$ cat src/hw/vcr_pkg.sv
// Constants, field layout and state codes for the channel resource registers.
// Operation
// - Channel 0 map bit n maps class n; resets FFh, autoload may override.
// - Writing one to bit 16 applies the arbitration table; reads zero.
// - Channel 0 select accepts 000b and 011b; others become 000b; resets 000b.
// - Channel 0 identifier is read-only and reads 000b.
// - Bit 31 enables channel 0 when one; resets to one.
// - Table status bit 16 sets when software writes any table entry.
// - Table status clears when hardware finishes loading the stored table.
// - Negotiation pending bit 17 is one while negotiating; resets zero.
// - Channel 1 arbitration capability resets 19h or 00h by strap.
// - Round robin and weighted round robin 128 phases; time-based only channel 1.
// - Channel 1 max time slots resets 7Fh or 00h; autoload may override.
// - Channel 1 table offset in 16-byte units resets 08h or 00h.
// - Channel 1 advanced switching only bit reads zero.
package vcr_pkg;

    ////////////////////////////////////////////////////////////////////////////////
    // Register offsets.
    localparam int          VCR_AW        = 12;
    localparam logic [11:0] VCR_CTRL0_OFS = 12'h154;
    localparam logic [11:0] VCR_STAT0_OFS = 12'h158;
    localparam logic [11:0] VCR_CAP1_OFS  = 12'h15c;

    ////////////////////////////////////////////////////////////////////////////////
    // Field positions.
    localparam int VCR_MAP_LSB   = 0;
    localparam int VCR_MAP_W     = 8;
    localparam int VCR_LOAD_BIT  = 16;
    localparam int VCR_SEL_LSB   = 17;
    localparam int VCR_SEL_W     = 3;
    localparam int VCR_ID_LSB    = 24;
    localparam int VCR_ID_W      = 3;
    localparam int VCR_EN_BIT    = 31;
    localparam int VCR_TSTAT_BIT = 16;
    localparam int VCR_NEG_BIT   = 17;
    localparam int VCR_PCAP_LSB  = 0;
    localparam int VCR_PCAP_W    = 8;
    localparam int VCR_AS_BIT    = 14;
    localparam int VCR_SLOT_LSB  = 16;
    localparam int VCR_SLOT_W    = 7;
    localparam int VCR_TOFS_LSB  = 24;
    localparam int VCR_TOFS_W    = 8;

    ////////////////////////////////////////////////////////////////////////////////
    // Reset and fixed values.
    localparam logic [7:0] VCR_MAP_RST   = 8'hff;
    localparam logic [2:0] VCR_SEL_DFLT  = 3'h0;
    localparam logic [2:0] VCR_SEL_WRR   = 3'h3;
    localparam logic [2:0] VCR_ID0       = 3'h0;
    localparam logic       VCR_EN_RST    = 1'b1;
    localparam logic [7:0] VCR_PCAP_ON   = 8'h19;
    localparam logic [7:0] VCR_PCAP_OFF  = 8'h00;
    localparam logic [6:0] VCR_SLOT_ON   = 7'h7f;
    localparam logic [6:0] VCR_SLOT_OFF  = 7'h00;
    localparam logic [7:0] VCR_TOFS_ON   = 8'h08;
    localparam logic [7:0] VCR_TOFS_OFF  = 8'h00;
    localparam logic       VCR_AS_VAL    = 1'b0;
    localparam logic [31:0] VCR_ZERO     = 32'h0000_0000;

    // Capability bits: fixed round robin, weighted 128 phase, time-based 128 phase.
    localparam int VCR_CAP_RR_BIT    = 0;
    localparam int VCR_CAP_WRR_BIT   = 3;
    localparam int VCR_CAP_TWRR_BIT  = 4;

    // Number of arbitration phases walked by one table load.
    localparam int VCR_PHASES = 128;

    ////////////////////////////////////////////////////////////////////////////////
    // Table loader states.
    typedef enum logic [1:0] {
        VCR_LD_IDLE = 2'b00,
        VCR_LD_RUN  = 2'b01,
        VCR_LD_DONE = 2'b10
    } vcr_ld_state_t;

endpackage

$ cat src/hw/vcr_regs.sv
// Channel 0 control and status and channel 1 capability registers.
`timescale 1ns/1ps
module vcr_regs #(
    parameter int PHASES  = vcr_pkg::VCR_PHASES,
    parameter int PHASE_W = $clog2(vcr_pkg::VCR_PHASES)
) (
    input  wire logic                     clk,
    input  wire logic                     reset_n,
    input  wire logic [vcr_pkg::VCR_AW-1:0] reg_addr,
    input  wire logic [31:0]              reg_wdata,
    input  wire logic                     reg_wr,
    input  wire logic                     reg_rd,
    output logic [31:0]                   reg_rdata,
    input  wire logic                     cap_strap,
    input  wire logic                     autoload_valid,
    input  wire logic [7:0]               autoload_map,
    input  wire logic [6:0]               autoload_slots,
    input  wire logic                     table_entry_wr,
    input  wire logic                     negotiation_busy,
    output logic [7:0]                    class_to_channel_map,
    output logic [2:0]                    arb_select,
    output logic [2:0]                    channel_identifier,
    output logic                          channel_enable,
    output logic                          table_load_start,
    output logic                          table_loading,
    output logic [PHASE_W-1:0]            table_phase
);
    import vcr_pkg::*;

    ////////////////////////////////////////////////////////////////////////////////
    // Functions.

    // Only the two schemes this channel supports are kept; anything else
    // falls back to the default so the scheduler never sees a bad code.
    function automatic logic [2:0] legal_select(input logic [2:0] req);
        logic [2:0] res;
        res = VCR_SEL_DFLT;
        if (req == VCR_SEL_WRR) begin
            res = VCR_SEL_WRR;
        end
        return res;
    endfunction

    // Picks the on or off reset image of a strap-dependent byte.
    function automatic logic [7:0] by_strap(input logic sel,
                                            input logic [7:0] on_v,
                                            input logic [7:0] off_v);
        return sel ? on_v : off_v;
    endfunction

    ////////////////////////////////////////////////////////////////////////////////
    // Reset release through two flip-flops.
    // The pin may fall at any time but rises in step here;
    // the second stage hides a metastable release.
    // Every flop below resets from this copy.
    logic [1:0] rst_sync_q;
    logic       rst_n;

    always_ff @(posedge clk or negedge reset_n) begin
        if (!reset_n) begin
            rst_sync_q <= 2'b00;
        end else begin
            rst_sync_q <= {rst_sync_q[0], 1'b1};
        end
    end

    assign rst_n = rst_sync_q[1];

    ////////////////////////////////////////////////////////////////////////////////
    // Decode.
    // Addresses compare in full; no register has an alias.
    logic hit_ctrl0;
    logic hit_stat0;
    logic hit_cap1;
    logic wr_ctrl0;

    assign hit_ctrl0 = (reg_addr == VCR_CTRL0_OFS);
    assign hit_stat0 = (reg_addr == VCR_STAT0_OFS);
    assign hit_cap1  = (reg_addr == VCR_CAP1_OFS);
    assign wr_ctrl0  = reg_wr && hit_ctrl0;

    ////////////////////////////////////////////////////////////////////////////////
    // Strap capture. The extended capability bit is sampled by a clocked
    // process in the first cycle after reset release, never by the reset.
    // A strap that moves later waits for the next reset.
    // Until then channel 1 reads as if the strap were low.
    logic strap_done_q;
    logic strap_q;

    always_ff @(posedge clk or negedge rst_n) begin
        if (!rst_n) begin
            strap_done_q <= 1'b0;
            strap_q      <= 1'b0;
        end else if (!strap_done_q) begin
            strap_done_q <= 1'b1;
            strap_q      <= cap_strap;
        end
    end

    ////////////////////////////////////////////////////////////////////////////////
    // Channel 0 class map. Software writes win over an autoload arriving
    // in the same cycle, since software always speaks last.
    logic [7:0] map_q;

    always_ff @(posedge clk or negedge rst_n) begin
        if (!rst_n) begin
            map_q <= VCR_MAP_RST;
        end else if (wr_ctrl0) begin
            map_q <= reg_wdata[VCR_MAP_LSB +: VCR_MAP_W];
        end else if (autoload_valid) begin
            map_q <= autoload_map;
        end
    end

    ////////////////////////////////////////////////////////////////////////////////
    // Channel 0 arbitration select.
    // Filtering on write keeps the stored code legal.
    logic [2:0] sel_q;

    always_ff @(posedge clk or negedge rst_n) begin
        if (!rst_n) begin
            sel_q <= VCR_SEL_DFLT;
        end else if (wr_ctrl0) begin
            sel_q <= legal_select(reg_wdata[VCR_SEL_LSB +: VCR_SEL_W]);
        end
    end

    ////////////////////////////////////////////////////////////////////////////////
    // Channel 0 identifier: held in a flop for a clean output, never written.
    // Writes to these bits are dropped.
    logic [2:0] id_q;

    always_ff @(posedge clk or negedge rst_n) begin
        if (!rst_n) begin
            id_q <= VCR_ID0;
        end else begin
            id_q <= VCR_ID0;
        end
    end

    ////////////////////////////////////////////////////////////////////////////////
    // Channel 0 enable.
    // It leaves reset set, so the channel runs unconfigured.
    logic en_q;

    always_ff @(posedge clk or negedge rst_n) begin
        if (!rst_n) begin
            en_q <= VCR_EN_RST;
        end else if (wr_ctrl0) begin
            en_q <= reg_wdata[VCR_EN_BIT];
        end
    end

    ////////////////////////////////////////////////////////////////////////////////
    // Load command: a one-cycle pulse, never stored as a readable bit.
    // Writing zero to the bit does nothing.
    logic load_q;

    always_ff @(posedge clk or negedge rst_n) begin
        if (!rst_n) begin
            load_q <= 1'b0;
        end else begin
            load_q <= wr_ctrl0 && reg_wdata[VCR_LOAD_BIT];
        end
    end

    ////////////////////////////////////////////////////////////////////////////////
    // Table loader. A load request while a load runs is dropped by the
    // loader; the status bit then clears at the end of the running load.
    // A small PHASES suits test only.
    logic               ld_busy;
    logic               ld_done;
    logic [PHASE_W-1:0] ld_phase;

    vcr_table_loader #(
        .PHASES  (PHASES),
        .PHASE_W (PHASE_W)
    ) u_loader (
        .clk   (clk),
        .rst_n (rst_n),
        .start (load_q),
        .busy  (ld_busy),
        .done  (ld_done),
        .phase (ld_phase)
    );

    ////////////////////////////////////////////////////////////////////////////////
    // Table status. A table write in the same cycle as load completion
    // keeps the bit set: that entry has not reached the hardware yet.
    logic tstat_q;

    always_ff @(posedge clk or negedge rst_n) begin
        if (!rst_n) begin
            tstat_q <= 1'b0;
        end else if (table_entry_wr) begin
            tstat_q <= 1'b1;
        end else if (ld_done) begin
            tstat_q <= 1'b0;
        end
    end

    ////////////////////////////////////////////////////////////////////////////////
    // Negotiation pending follows the link layer's level.
    // The lag is harmless, since software polls this bit.
    logic neg_q;

    always_ff @(posedge clk or negedge rst_n) begin
        if (!rst_n) begin
            neg_q <= 1'b0;
        end else begin
            neg_q <= negotiation_busy;
        end
    end

    ////////////////////////////////////////////////////////////////////////////////
    // Channel 1 time slots: strap image once, then autoload may replace it.
    // An autoloaded value stands until the next autoload or reset.
    logic [6:0] slots_q;

    always_ff @(posedge clk or negedge rst_n) begin
        if (!rst_n) begin
            slots_q <= VCR_SLOT_OFF;
        end else if (!strap_done_q) begin
            slots_q <= cap_strap ? VCR_SLOT_ON : VCR_SLOT_OFF;
        end else if (autoload_valid) begin
            slots_q <= autoload_slots;
        end
    end

    ////////////////////////////////////////////////////////////////////////////////
    // Register images. Reserved bits stay zero and nothing writes them.
    // Images are combinational; the read port registers them.
    logic [31:0] ctrl0_img;
    logic [31:0] stat0_img;
    logic [31:0] cap1_img;

    // Control image: the load bit reads back as zero.
    always_comb begin
        ctrl0_img                              = VCR_ZERO;
        ctrl0_img[VCR_MAP_LSB +: VCR_MAP_W]    = map_q;
        ctrl0_img[VCR_LOAD_BIT]                = 1'b0;
        ctrl0_img[VCR_SEL_LSB +: VCR_SEL_W]    = sel_q;
        ctrl0_img[VCR_ID_LSB +: VCR_ID_W]      = id_q;
        ctrl0_img[VCR_EN_BIT]                  = en_q;
    end

    // Status image: the rest reads zero.
    always_comb begin
        stat0_img                = VCR_ZERO;
        stat0_img[VCR_TSTAT_BIT] = tstat_q;
        stat0_img[VCR_NEG_BIT]   = neg_q;
    end

    // Capability byte carries round robin, weighted and time-based bits.
    // The strap alone picks the byte and the table offset.
    always_comb begin
        cap1_img                                 = VCR_ZERO;
        cap1_img[VCR_PCAP_LSB +: VCR_PCAP_W]     = by_strap(strap_q, VCR_PCAP_ON, VCR_PCAP_OFF);
        cap1_img[VCR_AS_BIT]                     = VCR_AS_VAL;
        cap1_img[VCR_SLOT_LSB +: VCR_SLOT_W]     = slots_q;
        cap1_img[VCR_TOFS_LSB +: VCR_TOFS_W]     = by_strap(strap_q, VCR_TOFS_ON, VCR_TOFS_OFF);
    end

    ////////////////////////////////////////////////////////////////////////////////
    // Read port. Data stand only in the cycle after the strobe; an unmapped
    // address answers zero rather than stalling the master.
    // Zero between reads keeps stale data off the bus.
    logic [31:0] rdata_q;
    logic [31:0] rd_val;

    always_comb begin
        rd_val = VCR_ZERO;
        if (hit_ctrl0) begin
            rd_val = ctrl0_img;
        end else if (hit_stat0) begin
            rd_val = stat0_img;
        end else if (hit_cap1) begin
            rd_val = cap1_img;
        end
    end

    always_ff @(posedge clk or negedge rst_n) begin
        if (!rst_n) begin
            rdata_q <= VCR_ZERO;
        end else if (reg_rd) begin
            rdata_q <= rd_val;
        end else begin
            rdata_q <= VCR_ZERO;
        end
    end

    ////////////////////////////////////////////////////////////////////////////////
    // Outputs, each straight from a flop.
    // The loader's busy flag is a flop, so no decode sits on a pin.
    assign reg_rdata            = rdata_q;
    assign class_to_channel_map = map_q;
    assign arb_select           = sel_q;
    assign channel_identifier   = id_q;
    assign channel_enable       = en_q;
    assign table_load_start     = load_q;
    assign table_loading        = ld_busy;
    assign table_phase          = ld_phase;

endmodule

$ cat src/hw/vcr_table_loader.sv
// Sequencer that walks the stored arbitration table into the scheduler.
`timescale 1ns/1ps
module vcr_table_loader #(
    parameter int PHASES  = vcr_pkg::VCR_PHASES,
    parameter int PHASE_W = $clog2(vcr_pkg::VCR_PHASES)
) (
    input  wire logic               clk,
    input  wire logic               rst_n,
    input  wire logic               start,
    output logic                    busy,
    output logic                    done,
    output logic [PHASE_W-1:0]      phase
);
    import vcr_pkg::*;

    localparam logic [PHASE_W-1:0] LAST = PHASE_W'(PHASES - 1);

    vcr_ld_state_t      state_q;
    vcr_ld_state_t      state_d;
    logic [PHASE_W-1:0] phase_q;
    logic               done_q;
    logic               busy_q;

    ////////////////////////////////////////////////////////////////////////////////
    // Next state: a start while running is ignored so a load is never torn.
    always_comb begin
        state_d = state_q;
        case (state_q)
            VCR_LD_IDLE: begin
                if (start) begin
                    state_d = VCR_LD_RUN;
                end
            end
            VCR_LD_RUN: begin
                if (phase_q == LAST) begin
                    state_d = VCR_LD_DONE;
                end
            end
            VCR_LD_DONE: state_d = VCR_LD_IDLE;
            default:     state_d = VCR_LD_IDLE;
        endcase
    end

    // State register.
    always_ff @(posedge clk or negedge rst_n) begin
        if (!rst_n) begin
            state_q <= VCR_LD_IDLE;
        end else begin
            state_q <= state_d;
        end
    end

    // Phase counter steps once per cycle while running.
    always_ff @(posedge clk or negedge rst_n) begin
        if (!rst_n) begin
            phase_q <= '0;
        end else if (state_q == VCR_LD_RUN) begin
            phase_q <= (phase_q == LAST) ? '0 : phase_q + 1'b1;
        end else begin
            phase_q <= '0;
        end
    end

    // Completion pulse, one cycle, in the cycle after the last phase is written.
    always_ff @(posedge clk or negedge rst_n) begin
        if (!rst_n) begin
            done_q <= 1'b0;
        end else begin
            done_q <= (state_q == VCR_LD_RUN) && (phase_q == LAST);
        end
    end

    // Busy is registered so that it can drive a pin directly.
    always_ff @(posedge clk or negedge rst_n) begin
        if (!rst_n) begin
            busy_q <= 1'b0;
        end else begin
            busy_q <= (state_d == VCR_LD_RUN);
        end
    end

    assign busy  = busy_q;
    assign done  = done_q;
    assign phase = phase_q;

endmodule

$ cat config.mk
export PLATFORM = sky130hd
export DESIGN_NAME = vcr_regs
export DESIGN_NICKNAME = d
export VERILOG_FILES = /design/src/hw/vcr_pkg.sv /design/src/hw/vcr_regs.sv /design/src/hw/vcr_table_loader.sv
export SDC_FILE = /design/constraint.sdc
export NUM_CORES = 1
export LEC_CHECK = 0
export BUFFER_PORTS_ARGS = -buffer_cell sky130_fd_sc_hd__buf_2
export CELL_PAD_IN_SITES_DETAIL_PLACEMENT = 0
export CELL_PAD_IN_SITES_GLOBAL_PLACEMENT = 1
export CORE_MARGIN = 8
export CORE_UTILIZATION = 30
export CTS_CLUSTER_DIAMETER = 150
export DETAILED_ROUTE_END_ITERATION = 16
export GPL_TIMING_DRIVEN = 0
export PLACE_DENSITY = 0.87
export SLEW_MARGIN = 20
export SYNTH_ARGS = -nofsm -noshare
export SYNTH_HDL_FRONTEND = slang
export SYNTH_SLANG_ARGS = --single-unit
$ cat constraint.sdc
create_clock -name clk -period 1.7 [get_ports clk]
set_clock_uncertainty 0.2 [all_clocks]
set_input_delay 0.34 -clock clk [delete_from_list [all_inputs] [get_ports clk]]
set_output_delay 0.34 -clock clk [all_outputs]
set_load 0.01 [all_outputs]
==> Word level (Yosys, flattened, before mapping) <==
Cells that the tools add are included.
{ "word_totals": {"register_bits": 69, "out_inout_bits": 56, "word_cells": 49, "inputBits": 67} }
{ "op_classes": {"n_addsub": 1, "n_reduce_logical": 6, "n_eq_ne": 8, "muxes": 19} }
{ "op_table": {"columns": ["op", "count"], "rows": [
  ["32-bit 2-to-1 mux", 4],
  ["12-bit by 9-bit equality test with 1-bit output, second input constant", 3],
  ["7-bit 2-to-1 mux", 5],
  ["8-bit 2-to-1 mux", 2],
  ["7-bit by 1-bit adder with 7-bit output, second input constant", 1],
  ["7-bit equality test, second input constant", 1],
  ["2-bit 2-to-1 mux", 3],
  ["5-bit 2-to-1 mux", 1],
  ["2-bit by 1-bit equality test with 1-bit output, second input constant", 2],
  ["4-bit 2-to-1 mux", 1],
  ["2-bit one-hot mux with 2 select lines", 1],
  ["2-bit nonzero test", 2],
  ["3-bit by 2-bit equality test with 1-bit output, second input constant", 1],
  ["1-bit logical AND", 3],
  ["2-bit zero test", 1],
  ["1-bit 2-to-1 mux", 2],
  ["2-bit inequality test, second input constant", 1]
]} }

==> Depth between registers and ports, before layout <==
Gate-level depths: netlist of run 1.
{ "logic_depth": {"ltp_word": 5, "depth_mapped": 4, "mapped_depth_nobuf": 4} }

==> Cells and area by module <==
From an unflattened synthesis of run 1, not the netlist that was laid out.
{ "unflattened": {"hier_cells": 185, "area_unflattened_um2": 2297.2} }
{ "modules_own_cells": {"columns": ["module", "instances", "area_per_inst_um2", "cells_per_inst"], "rows": [
  ["vcr_regs", 1, 1841.8, 144],
  ["vcr_table_loader", 1, 455.4, 41]
]} }

==> Worst setup path before layout of run 1 <==
No wires, ideal clock.
{ "synth_path": {"path_kind": "reg2reg", "from": "register u_loader.phase_q[0] (netlist: u_loader.phase[0])", "to": "register u_loader.phase_q[5] (netlist: u_loader.phase[5])", "path_slack_ns": 0.146, "arrival_time_ns": 1.276, "stages_incl_launch_ff": 5, "setup_time_ns": 0.078, "required_ns": 1.422, "path_cell_list": "dfrtp_1 > ha_1 > and3_1 > a41o_1 > a21oi_1"} }
{ "synth_via": {"elab_chain_cells": 3, "elab_cells_between_ends": 4} }
{ "synth_rtl": {"columns": ["item", "line", "text"], "rows": [
  ["from (decl)", "vcr_table_loader.sv:20", "logic [PHASE_W-1:0] phase_q;"],
  ["from (signal assigned)", "vcr_table_loader.sv:58", "phase_q <= (phase_q == LAST) ? '0 : phase_q + 1'b1;"],
  ["7-bit by 1-bit adder with 7-bit output / 7-bit equality test (equally long branches)", "vcr_table_loader.sv:58", null],
  ["7-bit 2-to-1 mux *", "vcr_table_loader.sv:58", null],
  ["7-bit 2-to-1 mux *", "vcr_table_loader.sv:57", "end else if (state_q == VCR_LD_RUN) begin"]
]} }
Mark *: on every way between the ends. The rest lies on a longest branch, timed or not.
A chain may end at the register's enable or synchronous reset.

==> Final worst setup path of run 1 <==
Ends and elaborated chain as after synthesis.

==> run metrics, run 1 <==
Total Die Area=0.0108 sq mm; Post CTS Setup Buffer Count=0; peak supply drop=0.348 mV; fin crit period=1600 ps; Design Power=2340 uW; DRC errors left=0; CTS Buf Count=5; Avg Cell Area, Syn=12.9 sq um; diode count=0; number of flops mapped to enable cells by yosys=0; final WL=5550 um; area growth from synthesis to layout=31.5%; status=finished, final reports clean; # IOs=123; register area=0.00132 sq mm; Netlist Area Pre-Place=0.00233 sq mm; fmax=0.625 GHz; worst-path cell chain=ha_1, and3_1, a41o_2, a21oi_1; GRT overflow=0; WL per Instance=14.0 um; max-cap violations=0; final slew viol count=0; core area=0.00761 sq mm; GRT Overall Usage=10.1%; highest-delay cell along the critical path=dfrtp_1; Starting Density=30.6%; Synth Instances=181; layout net count=360; via count=1641; area share of the largest cell type after synthesis=46.3%; Multi-input gate area=868 sq um; Synth async-reset ratio=100%; initial antenna violation count=1; leading area contributor after synthesis=dfrtp_1; #FFs+latches synth=52; Final GP Congestion=0.699; power density over the cells=764 mW/mm^2; crit path capture type=register; Worst-path clk slew=90 ps; worst path required time=1730 ps; RSZ-0062 raised after global routing=no; CP Max Fanout=7; drt initial violations=73; layout cells sized above 1=51.5%; DIE WIDTH=104 um; Die Height=104 um; synth unique cells=35; count leader, synth=dfrtp_1; final setup vio count=0; sequential share of the synthesized area=56.4%; leak pwr=0.00165 uW; hpwl dp=4330 um; Post-synth top cells=dfrtp_1, buf_4, nor2_1; vias in the first global route=1714; vias per inst=4.15; crit-path max cell delay=420 ps; PortBufs=83; worst path arrival time=1630 ps; worst hold path type=in2reg; relative slew slack=57.3%; Startpoint Class=register; top post-synthesis cells by area=dfrtp_1, dfstp_2, buf_4; Synth warnings=0; Primary FF master, synth=dfrtp_1; DP Area=0.00294 sq mm; First-pass DRT Iterations=4; CTS tree=built; Final Cell Area=0.00306 sq mm; H-tree Lvls=2; largest net degree at the start of global routing=51; final hold violations=0; Root Buffer Master=clkbuf_8; Clock Latency Late Sink=300 ps; clock buffer depth=2; TritonCTS Sinks=52; first-pass GRT wire length=8940 um; Worst Tran Pin Value=640 ps; Fillers=784; kind of critical path=reg2reg; Post-DRT Antenna Nets=0; Final period util=94.1%; row count=32
[final timing paths]
| kind | depth (start not counted) | end | startpoint | slack, ps |
|---|---|---|---|---|
| worst min-delay path | 2 | tstat_q | table_entry_wr | 20 |
| max in group asynchronous | 0 | reg_rdata[20] | rst_sync_q[1] | 710 |
| min in group asynchronous | 2 | rst_sync_q[1] | reset_n | 150 |
| worst min register to register | 0 | reg_rdata[0] | rst_sync_q[1] | 160 |
| worst max register to register | 4 | u_loader.phase[5] | u_loader.phase[0] | 100 |
| worst max-delay path | 4 | u_loader.phase[5] | u_loader.phase[0] | 100 |
[cell families (layout without fill, tap and decap cells)]
family / count (synthesis) / count (layout) / synth area share (%)
buffers and inverters: 31 / 124 / 9.36
and+or+nand+nor: 45 / 45 / 12.3
muxes: 28 / 28 / 14.6
other: 2 / 21 / 0.323
xor gates and xnor gates: 3 / 3 / 1.13
AOI/OAI and AO/OA: 19 / 19 / 5.33
adders and majority gates: 1 / 1 / 0.538
DFF: 52 / 52 / 56.4
[sequential cells by signal, indices dropped and copies added, names as in the netlist, 2 cells and up]
register,flops
class_to_channel_map,8
reg_rdata,17
rst_sync_q,2
slots_q,7
u_loader.phase,7
u_loader.state_q,2
[cells in the final DEF, fill, tap and decap left out, types with 2 or more instances in the layout]
cell type,n
buf_2,84
dfrtp_1,42
conb_1,21
buf_4,20
nor2_1,14
mux2_2,11
a21oi_1,10
mux2_4,9
dfstp_2,9
mux2i_1,8
and3_1,7
clkbuf_8,7
and2_1,6
nand2_1,5
inv_1,4
clkbuf_1,4
nand3_1,3
a32o_1,3
xnor2_1,2
nor4b_4,2
and4bb_2,2
o21a_1,2
buf_6,2
dlygate4sd3_1,2
[layout make-up]
type | count | share of cell area [%]
multi-input combinational | 117 | 28.4
sequential | 52 | 43.0
tap | 102 | 4.17
clock inverter | 1 | 0.245
clock buffer | 7 | 2.82
inverter | 4 | 0.491
buffer | 27 | 6.63
timing repair buffer | 85 | 14.2
[report_power, final]
part / switching, uW / leakage [uW] / total (uW) / internal, uW
sequential: 47.9 / 0.000659 / 1340 / 1290
combinational: 109 / 0.000943 / 264 / 155
clock: 400 / 0.0000445 / 731 / 332
total: 556 / 0.00165 / 2340 / 1780
[metrics by stage]
| step | hold slack, ps | TNS (ps) | util [%] | setup WS [ps] | cells |
|---|---|---|---|---|---|
| floorplan | -156 | 0 | - | 146 | 200 |
| global placement | -74.6 | -1220 | 38.7 | -86.7 | 385 |
| detailed placement | -71.7 | -1360 | 38.7 | -107 | 385 |
| CTS | 20.1 | 0 | 40.2 | 52.3 | 395 |
| global route | 15.5 | 0 | 40.2 | 7.84 | 395 |
| finish | 21.2 | 0 | 40.2 | 101 | 395 |
[critical path, delay by kind of cell, from the launching register on]
| kind | cells | cell delay (ps) |
|---|---|---|
| AND/OR/NAND/NOR | 1 | 240 |
| AO/OA/AOI/OAI | 2 | 430 |
| adder cells (fa/ha/maj) | 1 | 240 |
| flip-flops | 1 | 420 |
[layer usage]
metal / vias up / GRT usage [%] / wire length, um / share of wire, %
met5: - / 0 / 12 / 0.22
met4: 2 / 1.86 / 38 / 0.69
met3: 7 / 4.15 / 414 / 7.5
met2: 60 / 17.0 / 2690 / 48
met1: 776 / 11.8 / 2390 / 43
li1: 796 / - / - / -
[timing repair]
item / in CTS / in global routing
setup endpoints to repair: 0 / 4
hold endpoints to repair: 3 / 0
gates resized for setup: 0 / 1
hold buffers: 2 / 0
(Power assumes the default switching activity.)
==> inputs of run 2 (changes only) <==
Settings changed: ABC_AREA set to 1, CORE_UTILIZATION 30 to 32, PLACE_DENSITY 0.87 to 0.91.
Clock period 1.7 ns to 1.5 ns, I/O delays scaled along.
==> run metrics, run 2 <==
Worst-path clk slew=90 ps; diode count=0; Post-Layout Cell Count=499; Switch Pwr=665 uW; GRT Overall Usage=11.2%; Avg Cell Area, Syn=9.03 sq um; max reg flops=17; relative slew slack=56.8%; TritonCTS Sinks=52; leak pwr=0.00196 uW; hold path startpoint=reg_wdata[16]; WHS=12.7 ps; number of flops mapped to enable cells by yosys=0; fmax=0.681 GHz; Die Height=104 um; Starting Density=32.5%; Critical R2R Capture=u_loader.state_q[1]; #FFs+latches synth=52; final setup vio count=0; vias per inst=4.10; worst-path cell chain=buf_6; initial antenna violation count=0; layout cells sized above 1=41.8%; crit-path max cell delay=560 ps; clock buffer depth=2; Synth async-reset ratio=100%; synth unique cells=31; DIE WIDTH=104 um; Netlist Area Pre-Place=0.00246 sq mm; CTS Buf Count=5; sequential share of power=54.0%; DRC errors left=0; leading area contributor after synthesis=dfrtp_1; WL per Instance=12.2 um; worst path required time=1000 ps; Logic pwr share=12.2%; worst hold path type=in2reg; Total Die Area=0.0107 sq mm; row count=32; placed cell count=475; highest-delay cell along the critical path=dfstp_2; Clock Latency Late Sink=300 ps; Worst Tran Pin Value=648 ps; Synth warnings=0; fin crit period=1470 ps; final slew viol count=0; Design Power=2800 uW; largest net degree at the start of global routing=51; CTS tree=built; Hold EP=table_load_start; Reg2Reg Depth=6; via count=2045; layout net count=464; Post-DRT Antenna Nets=0; P_int=2130 uW; sw frac=23.8%; kind of critical path=reg2out; final hold violations=0; first-pass GRT wire length=9960 um; vias in the first global route=2110; DP Area=0.00307 sq mm; power density over the cells=822 mW/mm^2; R2R setup slack=40 ps; count leader, synth=nand2_1; RSZ-0062 raised after global routing=yes; CP Max Fanout=2; sequential share of the synthesized area=53.4%; PortBufs=82; Startpoint Class=register; Fillers=738; worst flop-to-flop path startpoint=u_loader.phase[1]; Final period util=97.9%; max-cap violations=0; First-pass DRT Iterations=4; final WL=6100 um; Primary FF master, synth=dfrtp_1; worst hold stages=3; # IOs=123; Synth Instances=272; area growth from synthesis to layout=38.4%; GRT overflow=0; status=finished, final reports clean; Clk pwr share=33.8%; Final Cell Area=0.00340 sq mm; peak supply drop=0.304 mV; core area=0.00757 sq mm; commonest non-fill, non-tap cell in the layout=buf_2; area share of the largest cell type after synthesis=43.8%; crit path capture type=primary output; buffers and inverters on the worst path=1; hpwl dp=4740 um; H-tree Lvls=2; worst path arrival time=970 ps; top post-synthesis cells by area=dfrtp_1, dfstp_2, nand2_1; drt initial violations=91; Post-synth top cells=nand2_1, dfrtp_1, inv_1; Final Core Density=44.9%; Final GP Congestion=0.825; most frequent cells in the layout=buf_2, nand2_1, dfrtp_1; Root Buffer Master=clkbuf_8; top cell family by delay on the critical path=flip-flops
-- run 2: cell count changes after synthesis, moves of 6 or more --
| cell | delta |
|---|---|
| nor2_2 | +7 |
| and2_1 | -6 |
| nand4_1 | +8 |
| nand3_1 | +26 |
| mux2_2 | -11 |
| nand2_1 | +57 |
| mux2_4 | -9 |
| a21oi_1 | -8 |
| inv_1 | +30 |
| and3_1 | -7 |
| mux2i_1 | -8 |
-- run 2: worst max path at each step --
stage                            start                       to  slack, ps  cells past startpoint
2_1_floorplan        u_loader.phase[0]        u_loader.phase[3]          9                      6
3_3_place_gp               reg_addr[1]             reg_rdata[3]        -80                      8
3_5_place_dp         u_loader.phase[0]        u_loader.phase[3]       -100                      6
4_1_cts              u_loader.phase[1]            u_loader.busy          1                      6
5_1_grt              u_loader.phase[1]        u_loader.phase[5]        -50                      6
6_report       class_to_channel_map[2]  class_to_channel_map[2]         30                      1
-- run 2: final cells by class --
cell class                      count  area (sq um)  area share (%)
Clock buffer                        5          68.8            2.02
Inverter                           36           135            3.97
Sequential cell                    52          1320            38.7
Multi-Input combinational cell    174           887            26.1
Timing Repair Buffer               99           604            17.8
Tap cell                          102           128            3.75
Buffer                             28           219            6.44
Clock inverter                      3          42.5            1.25
-- run 2: kinds of logic after synthesis --
group	share of synthesized area, %
and+or+nand+nor	27.8
adders and majority gates	0.509
xor gates and xnor gates	0.356
buffers and inverters	14.7
other	0.306
AOI/OAI and AO/OA	2.90
DFF	53.4
-- run 2: metrics by stage --
step / setup WS [ps] / TNS [ps]
4_1_cts: 1.35 / 0
3_5_place_dp: -104 / -1110
5_1_grt: -53.6 / -403
6_report: 30.9 / 0
3_3_place_gp: -82.7 / -729
2_1_floorplan: 9.24 / 0
-- run 2: worst min-delay path: stages --
cell    delay, ps
buf_2          90
inv_1          50
nor2_1         40
-- run 2: power groups by stage --
stage	Sequential, uW	Clock, uW	Combinational [uW]
after floorplan	1540	0	166
after global placement	1540	0	278
after detailed placement	1540	0	284
after CTS	1510	978	331
after global routing	1520	1050	378
final	1510	944	341
-- run 2: timing repair --
action                                 4_1_cts  5_1_grt
setup endpoints to repair                   17       17
hold buffers                                 4        0
endpoints found under the hold margin        5        0
pin swaps                                    2        7
buffers inserted                            11        2
resized for setup                            7       13
-- run 2: per-layer routing --
metal / up-vias / share of wire, % / GRT usage, %
li1: 1054 / - / -
met1: 908 / 42 / 13.0
met2: 71 / 49 / 18.5
met3: 12 / 5.9 / 3.22
met4: 0 / 2.7 / 5.46
met5: - / 0 / 0
